**config.mk**
```make
export PLATFORM = sky130hd
export DESIGN_NAME = scg_top
export DESIGN_NICKNAME = d
export VERILOG_FILES = /design/src/scg_pkg.sv /design/src/scg_frac_div.sv /design/src/scg_top.sv
export VERILOG_INCLUDE_DIRS = /design/src
export SDC_FILE = /design/constraint.sdc
export NUM_CORES = 1
export LEC_CHECK = 0
export BUFFER_PORTS_ARGS = -buffer_cell sky130_fd_sc_hd__buf_2
export CAP_MARGIN = 5
export CORE_MARGIN = 5
export CORE_UTILIZATION = 55
export CTS_BUF_LIST = sky130_fd_sc_hd__clkbuf_2 sky130_fd_sc_hd__clkbuf_4 sky130_fd_sc_hd__clkbuf_8
export DETAILED_ROUTE_END_ITERATION = 8
export GPL_ROUTABILITY_DRIVEN = 0
export PLACE_DENSITY_LB_ADDON = 0.15
export SLEW_MARGIN = 20
export SYNTH_ARGS = -nofsm -noshare
export SYNTH_HDL_FRONTEND = slang
export SYNTH_SLANG_ARGS = --single-unit
export TNS_END_PERCENT = 1
```
**constraint.sdc**
```tcl
create_clock -name sys_clk -period 6.77 [get_ports sys_clk]
set_clock_uncertainty 0.15 [all_clocks]
set_input_delay 2.031 -clock sys_clk [delete_from_list [all_inputs] [get_ports sys_clk]]
set_output_delay 2.031 -clock sys_clk [all_outputs]
set_load 0.05 [all_outputs]
```
**src/scg_defs.svh**
```systemverilog
// Register indices, field positions, reset values and timing counts of the clock generator
`ifndef SCG_DEFS_SVH
`define SCG_DEFS_SVH

// ****************************************
// Register indices (byte address = 4 * index)
// ****************************************
`define SCG_IDX_GATE_A     9'h063
`define SCG_IDX_GATE_B     9'h064
`define SCG_IDX_GATE_C     9'h065
`define SCG_IDX_SYS_SEL    9'h066
`define SCG_IDX_I2S_STEP   9'h067
`define SCG_IDX_I2S_MOD    9'h068
`define SCG_IDX_CODEC_STEP 9'h06c
`define SCG_IDX_CODEC_MOD  9'h06d
`define SCG_IDX_FAST_HIGH  9'h070
`define SCG_IDX_STATUS     9'h071

// ****************************************
// Reset values
// ****************************************
`define SCG_RST_GATE_A     8'h83
`define SCG_RST_GATE_B     8'h00
`define SCG_RST_GATE_C     8'h30
`define SCG_RST_SYS_SEL    8'h06
`define SCG_RST_I2S_STEP   8'h00
`define SCG_RST_I2S_MOD    8'h02
`define SCG_RST_CODEC_STEP 8'h01
`define SCG_RST_CODEC_MOD  8'h02
`define SCG_RST_FAST_HIGH  8'h00

// ****************************************
// Field positions
// ****************************************
`define SCG_SEL_DIV_MSB    4
`define SCG_SEL_DIV_LSB    0
`define SCG_SEL_SRC_MSB    6
`define SCG_SEL_SRC_LSB    5
`define SCG_SEL_FAST_LO    7
`define SCG_FAST_HI_BIT    0
`define SCG_STEP_EN_BIT    7
`define SCG_STEP_MSB       6
`define SCG_GATE_USB_BIT   3
`define SCG_GATE_TIMER_BIT 9

// ****************************************
// Timing counts: two of every three ticks pass
// ****************************************
`define SCG_THIRDS_LAST    2'h2

`endif

```
**src/scg_pkg.sv**
```systemverilog
// Types shared by the clock generator modules
package scg_pkg;

  // ****************************************
  // Source clock ticks, one-cycle enables
  // ****************************************
  typedef struct packed {
    logic rc;
    logic pad;
    logic dbl;
  } scg_src_ticks_t;

  typedef enum logic [1:0] {
    SCG_SRC_RC    = 2'h0,
    SCG_SRC_FAST  = 2'h1,
    SCG_SRC_DIV   = 2'h2,
    SCG_SRC_32M   = 2'h3
  } scg_sys_src_t;

  typedef enum logic [1:0] {
    SCG_SW_RUN   = 2'h0,
    SCG_SW_HOLD  = 2'h1,
    SCG_SW_ALIGN = 2'h3
  } scg_sw_state_t;

endpackage : scg_pkg

```
**src/scg_frac_div.sv**
```systemverilog
// Step/mod fractional divider producing a toggling clock level
module scg_frac_div
  import scg_pkg::*;
#(
  parameter int STEP_W = 7,
  parameter int MOD_W  = 8
) (
  // Clock and reset
  input  wire logic              sys_clk,
  input  wire logic              reset,
  // Control
  input  wire logic              tick,
  input  wire logic              enable,
  input  wire logic [STEP_W-1:0] step,
  input  wire logic [MOD_W-1:0]  modulus,
  // Output
  output logic                   clk_out
);

  initial begin
    if (MOD_W <= STEP_W) $error("scg_frac_div: MOD_W must exceed STEP_W");
  end

  logic [MOD_W:0] acc;
  logic [MOD_W:0] sum;

  // Twice the step per tick so each toggle pair forms one period
  assign sum = acc + {{(MOD_W-STEP_W){1'b0}}, step, 1'b0};

  always_ff @(posedge sys_clk or posedge reset) begin
    if (reset) begin
      acc     <= '0;
      clk_out <= 1'b0;
    end else if (!enable || modulus == '0) begin
      acc     <= '0;
      clk_out <= 1'b0;
    end else if (tick) begin
      if (sum >= {1'b0, modulus}) begin
        acc     <= sum - {1'b0, modulus};
        clk_out <= ~clk_out;
      end else begin
        acc <= sum;
      end
    end
  end

endmodule : scg_frac_div

```
**src/scg_top.sv**
```systemverilog
// System clock generator: source select, divider, module gates, audio dividers
`include "scg_defs.svh"

module scg_top
  import scg_pkg::*;
#(
  parameter int ADDR_W = 11
) (
  // Clock and reset
  input  wire logic           sys_clk,
  input  wire logic           reset,
  // Avalon-MM register slave
  input  wire logic [ADDR_W-1:0] address,
  input  wire logic           read,
  input  wire logic           write,
  input  wire logic [31:0]    writedata,
  input  wire logic [3:0]     byteenable,
  output logic      [31:0]    readdata,
  output logic                waitrequest,
  // Source clock ticks
  input  wire scg_src_ticks_t src_ticks,
  // Generated clock enables and levels
  output logic                sys_clk_tick,
  output logic                fast_source_clock_tick,
  output logic      [23:0]    module_clock_gates_tick,
  output logic                timer_clk_tick,
  output logic                usb_clk_tick,
  output logic                i2s_clk,
  output logic                codec_clk,
  output logic                switch_busy
);

  initial begin
    if (ADDR_W < 11) $error("scg_top: ADDR_W must be at least 11");
  end

  // ****************************************
  // Register file
  // ****************************************
  logic [7:0] module_clock_gate_a;
  logic [7:0] module_clock_gate_b;
  logic [7:0] module_clock_gate_c;
  logic [7:0] system_clock_select;
  logic [7:0] serial_audio_clock_step;
  logic [7:0] serial_audio_clock_mod;
  logic [7:0] codec_clock_step;
  logic [7:0] codec_clock_mod;
  logic [7:0] fast_clock_source_high;
  logic [8:0] reg_index;
  logic       req;
  logic       wr_now;
  scg_sw_state_t sw_state;

  assign reg_index = address[10:2];
  assign req       = read || write;
  assign wr_now    = write && !waitrequest && byteenable[0];

  function automatic logic [7:0] reg_read(input logic [8:0] idx);
    case (idx)
      `SCG_IDX_GATE_A:     reg_read = module_clock_gate_a;
      `SCG_IDX_GATE_B:     reg_read = module_clock_gate_b;
      `SCG_IDX_GATE_C:     reg_read = module_clock_gate_c;
      `SCG_IDX_SYS_SEL:    reg_read = system_clock_select;
      `SCG_IDX_I2S_STEP:   reg_read = serial_audio_clock_step;
      `SCG_IDX_I2S_MOD:    reg_read = serial_audio_clock_mod;
      `SCG_IDX_CODEC_STEP: reg_read = codec_clock_step;
      `SCG_IDX_CODEC_MOD:  reg_read = codec_clock_mod;
      `SCG_IDX_FAST_HIGH:  reg_read = fast_clock_source_high;
      `SCG_IDX_STATUS:     reg_read = {6'h00, sw_state};
      default:             reg_read = 8'h00;
    endcase
  endfunction : reg_read

  // One wait cycle, then a single ready cycle per request
  always_ff @(posedge sys_clk or posedge reset) begin
    if (reset) begin
      waitrequest <= 1'b1;
    end else begin
      waitrequest <= !(req && waitrequest);
    end
  end

  always_ff @(posedge sys_clk or posedge reset) begin
    if (reset) begin
      readdata <= 32'h0000_0000;
    end else if (read && waitrequest) begin
      readdata <= {24'h00_0000, reg_read(reg_index)};
    end
  end

  always_ff @(posedge sys_clk or posedge reset) begin
    if (reset) begin
      module_clock_gate_a     <= `SCG_RST_GATE_A;
      module_clock_gate_b     <= `SCG_RST_GATE_B;
      module_clock_gate_c     <= `SCG_RST_GATE_C;
      system_clock_select     <= `SCG_RST_SYS_SEL;
      serial_audio_clock_step <= `SCG_RST_I2S_STEP;
      serial_audio_clock_mod  <= `SCG_RST_I2S_MOD;
      codec_clock_step        <= `SCG_RST_CODEC_STEP;
      codec_clock_mod         <= `SCG_RST_CODEC_MOD;
      fast_clock_source_high  <= `SCG_RST_FAST_HIGH;
    end else if (wr_now) begin
      case (reg_index)
        `SCG_IDX_GATE_A:     module_clock_gate_a     <= writedata[7:0];
        `SCG_IDX_GATE_B:     module_clock_gate_b     <= writedata[7:0];
        `SCG_IDX_GATE_C:     module_clock_gate_c     <= writedata[7:0];
        `SCG_IDX_SYS_SEL:    system_clock_select     <= writedata[7:0];
        `SCG_IDX_I2S_STEP:   serial_audio_clock_step <= writedata[7:0];
        `SCG_IDX_I2S_MOD:    serial_audio_clock_mod  <= writedata[7:0];
        `SCG_IDX_CODEC_STEP: codec_clock_step        <= writedata[7:0];
        `SCG_IDX_CODEC_MOD:  codec_clock_mod         <= writedata[7:0];
        `SCG_IDX_FAST_HIGH:  fast_clock_source_high  <= writedata[7:0];
        default: ;
      endcase
    end
  end

  // ****************************************
  // Two-of-three pass counters
  // ****************************************
  function automatic logic [1:0] thirds_next(input logic [1:0] cnt);
    thirds_next = (cnt == `SCG_THIRDS_LAST) ? 2'h0 : cnt + 2'h1;
  endfunction : thirds_next

  logic [1:0] dbl_thirds;
  logic [1:0] pad_thirds;
  logic       pass_32m;
  logic       pass_16m;

  assign pass_32m = src_ticks.dbl && dbl_thirds != `SCG_THIRDS_LAST;
  assign pass_16m = src_ticks.pad && pad_thirds != `SCG_THIRDS_LAST;

  always_ff @(posedge sys_clk or posedge reset) begin
    if (reset) begin
      dbl_thirds <= 2'h0;
      pad_thirds <= 2'h0;
    end else begin
      if (src_ticks.dbl) dbl_thirds <= thirds_next(dbl_thirds);
      if (src_ticks.pad) pad_thirds <= thirds_next(pad_thirds);
    end
  end

  // ****************************************
  // Fast source and system source selection
  // ****************************************
  logic [1:0]   fast_code;
  logic         fast_tick;
  logic [4:0]   div_value;
  scg_sys_src_t sys_src;

  assign fast_code = {fast_clock_source_high[`SCG_FAST_HI_BIT],
                      system_clock_select[`SCG_SEL_FAST_LO]};
  assign div_value = system_clock_select[`SCG_SEL_DIV_MSB:`SCG_SEL_DIV_LSB];
  assign sys_src   = scg_sys_src_t'(system_clock_select[`SCG_SEL_SRC_MSB:`SCG_SEL_SRC_LSB]);

  always_comb begin
    case (fast_code)
      2'h0:    fast_tick = src_ticks.dbl;
      2'h1:    fast_tick = src_ticks.rc;
      default: fast_tick = src_ticks.pad;
    endcase
  end

  // ****************************************
  // Glitch-free switching and fast divider
  // ****************************************
  logic [8:0] cfg_seen;
  logic       cfg_changed;
  logic [4:0] div_count;
  logic       div_pulse;
  logic       raw_tick;

  assign cfg_changed = {fast_code[1], system_clock_select} != cfg_seen;
  assign div_pulse   = fast_tick && div_count == div_value - 5'h01;

  always_comb begin
    case (sys_src)
      SCG_SRC_RC:   raw_tick = src_ticks.rc;
      SCG_SRC_FAST: raw_tick = fast_tick;
      SCG_SRC_DIV:  raw_tick = div_pulse;
      SCG_SRC_32M:  raw_tick = pass_32m;
      default:      raw_tick = 1'b0;
    endcase
  end

  always_ff @(posedge sys_clk or posedge reset) begin
    if (reset) begin
      cfg_seen <= {1'b0, `SCG_RST_SYS_SEL};
    end else begin
      cfg_seen <= {fast_code[1], system_clock_select};
    end
  end

  always_ff @(posedge sys_clk or posedge reset) begin
    if (reset) begin
      sw_state <= SCG_SW_RUN;
    end else begin
      case (sw_state)
        SCG_SW_RUN:   if (cfg_changed) sw_state <= SCG_SW_HOLD;
        SCG_SW_HOLD:  sw_state <= cfg_changed ? SCG_SW_HOLD : SCG_SW_ALIGN;
        SCG_SW_ALIGN: begin
          if (cfg_changed) begin
            sw_state <= SCG_SW_HOLD;
          end else if (raw_tick) begin
            sw_state <= SCG_SW_RUN;
          end
        end
        default:      sw_state <= SCG_SW_HOLD;
      endcase
    end
  end

  always_ff @(posedge sys_clk or posedge reset) begin
    if (reset) begin
      div_count <= 5'h00;
    end else if (sw_state == SCG_SW_HOLD || cfg_changed) begin
      div_count <= 5'h00;
    end else if (fast_tick) begin
      div_count <= div_pulse ? 5'h00 : div_count + 5'h01;
    end
  end

  // ****************************************
  // Output enables, all registered
  // ****************************************
  logic [23:0] gates;
  logic [23:0] gate_src;
  logic        next_sys_tick;

  assign next_sys_tick = sw_state == SCG_SW_RUN && !cfg_changed && raw_tick;
  assign gates = {module_clock_gate_c, module_clock_gate_b, module_clock_gate_a};

  always_comb begin
    gate_src                      = {24{next_sys_tick}};
    gate_src[`SCG_GATE_USB_BIT]   = src_ticks.dbl;
    gate_src[`SCG_GATE_TIMER_BIT] = pass_16m;
  end

  always_ff @(posedge sys_clk or posedge reset) begin
    if (reset) begin
      sys_clk_tick            <= 1'b0;
      fast_source_clock_tick  <= 1'b0;
      module_clock_gates_tick <= 24'h00_0000;
      timer_clk_tick          <= 1'b0;
      usb_clk_tick            <= 1'b0;
      switch_busy             <= 1'b0;
    end else begin
      sys_clk_tick            <= next_sys_tick;
      fast_source_clock_tick  <= fast_tick;
      module_clock_gates_tick <= gates & gate_src;
      timer_clk_tick          <= pass_16m;
      usb_clk_tick            <= src_ticks.dbl;
      switch_busy             <= sw_state != SCG_SW_RUN || cfg_changed;
    end
  end

  // ****************************************
  // Audio fractional dividers
  // ****************************************
  scg_frac_div #(
    .STEP_W (7),
    .MOD_W  (8)
  ) u_i2s_div (
    .sys_clk (sys_clk),
    .reset   (reset),
    .tick    (src_ticks.dbl),
    .enable  (serial_audio_clock_step[`SCG_STEP_EN_BIT]),
    .step    (serial_audio_clock_step[`SCG_STEP_MSB:0]),
    .modulus (serial_audio_clock_mod),
    .clk_out (i2s_clk)
  );

  scg_frac_div #(
    .STEP_W (7),
    .MOD_W  (8)
  ) u_codec_div (
    .sys_clk (sys_clk),
    .reset   (reset),
    .tick    (src_ticks.dbl),
    .enable  (codec_clock_step[`SCG_STEP_EN_BIT]),
    .step    (codec_clock_step[`SCG_STEP_MSB:0]),
    .modulus (codec_clock_mod),
    .clk_out (codec_clk)
  );

endmodule : scg_top

```
==> flow_summary_export.csv <==
group,metric,value,unit
run_status,outcome,"finished, final reports clean",
critical_path,crit_slowest_cell,"nor3_4",
critical_path,crit_arrival,4.28,ns
drt,wire_per_inst,18.7,um
job,maxCapViolCount,0,
synth,synthCells,767,
drt,num_vias,6193,
timing,maxSlewViolCount,0,
synth,synth_top_family_by_area,"compound AO/OA/AOI/OAI gates",
synth,synth_compound_area_share,14.2,%
drt,drt_pass1_iterations,5,
timing,finalHoldViolCount,0,
final_layout,fill_cells,1287,
critical_path,start_kind,"input pin",
timing,tns,0,ns
min_path,hold_path_depth,0,
min_path,hold_class,"register to register",
grt,antenna_found_initial,0,
clock_network,cts-root-buf,"clkbuf_8",
final_layout,antenna_cells,0,
critical_path,reg2reg_depth,11,
critical_path,crit_path_end_kind,"register",
grt,grt_max_degree,105,
clock_network,cts_made_buffers,17,
clock_network,cts_tree,"built",
grt,grt_first_pass_wirelength,31.7,mm
timing,worst_pin_slew,0.946,ns
critical_path,cp.buffers_inverters,2,
critical_path,critical_path_class,"input pin to register",
placement,dpl_cell_area,8760,sq um
clock_network,clkLatencyLatePin,0.46,ns
min_path,min-delay-start,"system_clock_select[1]",
synth,synthMuxAreaShare,12.2,%
placement,placed_cells,1000,
synth,ys_types,65,
grt,met3_usage,4.04,%
critical_path,regToRegStartpoint,"serial_audio_clock_step[0]",
drt,viasPerCell,6.00,
clock_network,h-tree-depth,4,
clock_network,post_cts_buffers,0,
grt,top_usage_layer,"met2",
floorplan,io_pins,118,
drt,ant_nets,0,
grt,overflow,0,
power,leakagePower,4.49,nW
timing,relSlewSlack,37.0,%
timing,fmax,247,MHz
floorplan,initial_core_util,55.5,%
clock_network,clock_path_buffers,2,
synth,synth-xor-area-share,4.14,%
grt,use_met2,35.9,%
timing,fin_crit_sh,59.8,%
timing,rsz0062_at_grt,"no",
final_layout,design_area,9190,sq um
critical_path,crit_family,"simple AND/OR/NAND/NOR gates",
final_layout,area.growth.synth_to_final,9.72,%
critical_path,max_stage_delay,0.60,ns
synth,synthFlopType,"dfrtp_1",
floorplan,core-area,15100,sq um
synth,ys_ff_latch,150,
synth,synthAdderAreaFrac,5.74,%
grt,grt_use_total,22.2,%
floorplan,die-area,17800,sq um
floorplan,die_w,133,um
drt,finalWirelength,19.3,mm
power,peakVddDrop,125,uV
synth,yosys.area_share.simple,14.0,%
floorplan,dieHeight,133,um
timing,setup_viol,0,
critical_path,cp_data_required_time,7.01,ns
critical_path,path_cells,"buf_2, buf_4, mux2i_1, o21a_1, nor4b_4, a211oi_2, nor3_4, and2_1",
grt,met1_usage,30.4,%
synth,syn_area_per_cell,10.9,sq um
final_layout,finish.utilization,60.9,%
synth,ys_warn_count,0,
placement,port_buffers,64,
grt,grt_pass1_vias,6052,
critical_path,r2r_setup_slack,2.96,ns
clock_network,clkSinkCount,150,
drt,drc,0,
final_layout,finalNetCount,921,
placement,dp_hpwl,14.0,mm
min_path,min_to,"cfg_seen[1]",
clock_network,postCtsHoldBufs,0,
floorplan,rows,45,
power,p_per_area,211,nW/um^2
timing,timing.final.crit_period,4.05,ns
clock_network,clkSlewWorstSetupHoldPaths,0.08,ns
critical_path,reg2reg_to,"u_i2s_div.acc[0]",
critical_path,cp_max_fo,48,
synth,syn-cell-area,8380,sq um
synth,synthArstFlopShare,100,%
synth,synth_edf_count,0,
clock_network,cts_resized,0,
timing,whs,0.278,ns
synth,yosysSeqAreaShare,45.0,%
drt,drtIter0Drc,385,
final_layout,fin_cells,1032,
final_layout,drive_gt1_share,23.9,%
## stage by stage
stage / setup slack (ns) / power [W]
4_1_cts: 2.69 / 0.00195
2_1_floorplan: 0.574 / 0.00117
3_5_place_dp: 2.21 / 0.00122
3_3_place_gp: 2.25 / 0.00120
5_1_grt: 2.47 / 0.00202
6_report: 2.72 / 0.00194
## layout make-up
cell class,instances,area [sq um],share of cell area [%]
Clock buffer,17,234,2.55
Clock inverter,15,194,2.11
Inverter,27,106,1.16
Multi-Input combinational cell,567,4300,46.8
Sequential cell,150,3770,41.0
Tap cell,188,235,2.56
Timing Repair Buffer,68,350,3.81
## worst max path at each step
stage | startpoint | end | cells after the start
global placement | src_ticks[0] | module_clock_gates_tick[4] | 8
finish | src_ticks[0] | module_clock_gates_tick[21] | 8
global route | src_ticks[0] | module_clock_gates_tick[21] | 8
floorplan | reset | cfg_seen[0] | 1
detailed placement | src_ticks[0] | module_clock_gates_tick[21] | 8
CTS | src_ticks[0] | module_clock_gates_tick[21] | 8
## layer usage
metal  up-vias  part of all wire [%]  routed length (um)
li1       2885                     -                   -
met1      3078                    45                8670
met2       190                    48                9210
met3        40                   5.1                 985
met4         0                   2.2                 432
met5         -                     0                   0
## kinds of logic after synthesis
logic type               Yosys count
AO/OA/AOI/OAI                    175
XOR/XNOR                          38
adder cells (fa/ha/maj)           36
buffers and inverters             73
flip-flops                       150
multiplexers                      93
other                              1
AND/OR/NAND/NOR                  201
## worst reg2reg max path, cell delays in order (launching register included)
cell	delay, ns
dfrtp_1	0.45
ha_1	0.27
fa_1	0.43
a21o_1	0.18
a21oi_1	0.17
xnor2_1	0.12
ha_1	0.25
or3_1	0.42
o211a_1	0.26
a211oi_2	0.54
a21boi_0	0.28
mux2i_1	0.18
## registers in the layout, indices dropped and copies added, names as in the netlist, 8 cells and up
signal,flops
readdata,8
module_clock_gate_a,8
serial_audio_clock_mod,8
codec_clock_mod,8
module_clock_gate_c,8
u_codec_div.acc,9
codec_clock_step,8
module_clock_gates_tick,24
system_clock_select,8
serial_audio_clock_step,8
module_clock_gate_b,8
cfg_seen,9
fast_clock_source_high,8
u_i2s_div.acc,9
## cells in the mapped netlist (7+ instances only)
master | count | area, sq um
dfrtp_1 | 137 | 3430
mux2_2 | 74 | 833
o21ai_0 | 47 | 235
nor2_1 | 33 | 124
ha_1 | 32 | 400
nand2_1 | 31 | 116
xnor2_1 | 31 | 272
and2_1 | 28 | 175
inv_1 | 27 | 101
a21oi_1 | 25 | 125
buf_4 | 25 | 188
mux2i_1 | 19 | 190
nand3_1 | 18 | 90.1
nand2b_1 | 16 | 100
nor3_1 | 15 | 75.1
a211oi_1 | 13 | 97.6
dfstp_2 | 13 | 342
a31oi_1 | 12 | 75.1
clkbuf_1 | 12 | 45.0
a21o_1 | 9 | 67.6
o211a_1 | 8 | 80.1
a21boi_0 | 7 | 52.6
and3_1 | 7 | 43.8
buf_2 | 7 | 35.0
nor2b_1 | 7 | 43.8
nor3b_1 | 7 | 52.6
## placed cells by master (no fill, tap or decap), types with 25 or more instances in the layout
cell type | netlist | final
xnor2_1 | 31 | 31
ha_1 | 32 | 32
nand2_1 | 31 | 31
inv_1 | 27 | 26
o21ai_0 | 47 | 47
a21oi_1 | 25 | 25
buf_2 | 7 | 64
mux2_2 | 74 | 74
nor2_1 | 33 | 33
dfrtp_1 | 137 | 137
and2_1 | 28 | 28
## power breakdown
part	internal (W)	switching, W	total [W]
Combinational	0.0000790	0.000167	0.000246
Clock	0.000373	0.000368	0.000741
Sequential	0.000924	0.0000277	0.000952
(Power assumes the default switching activity.)
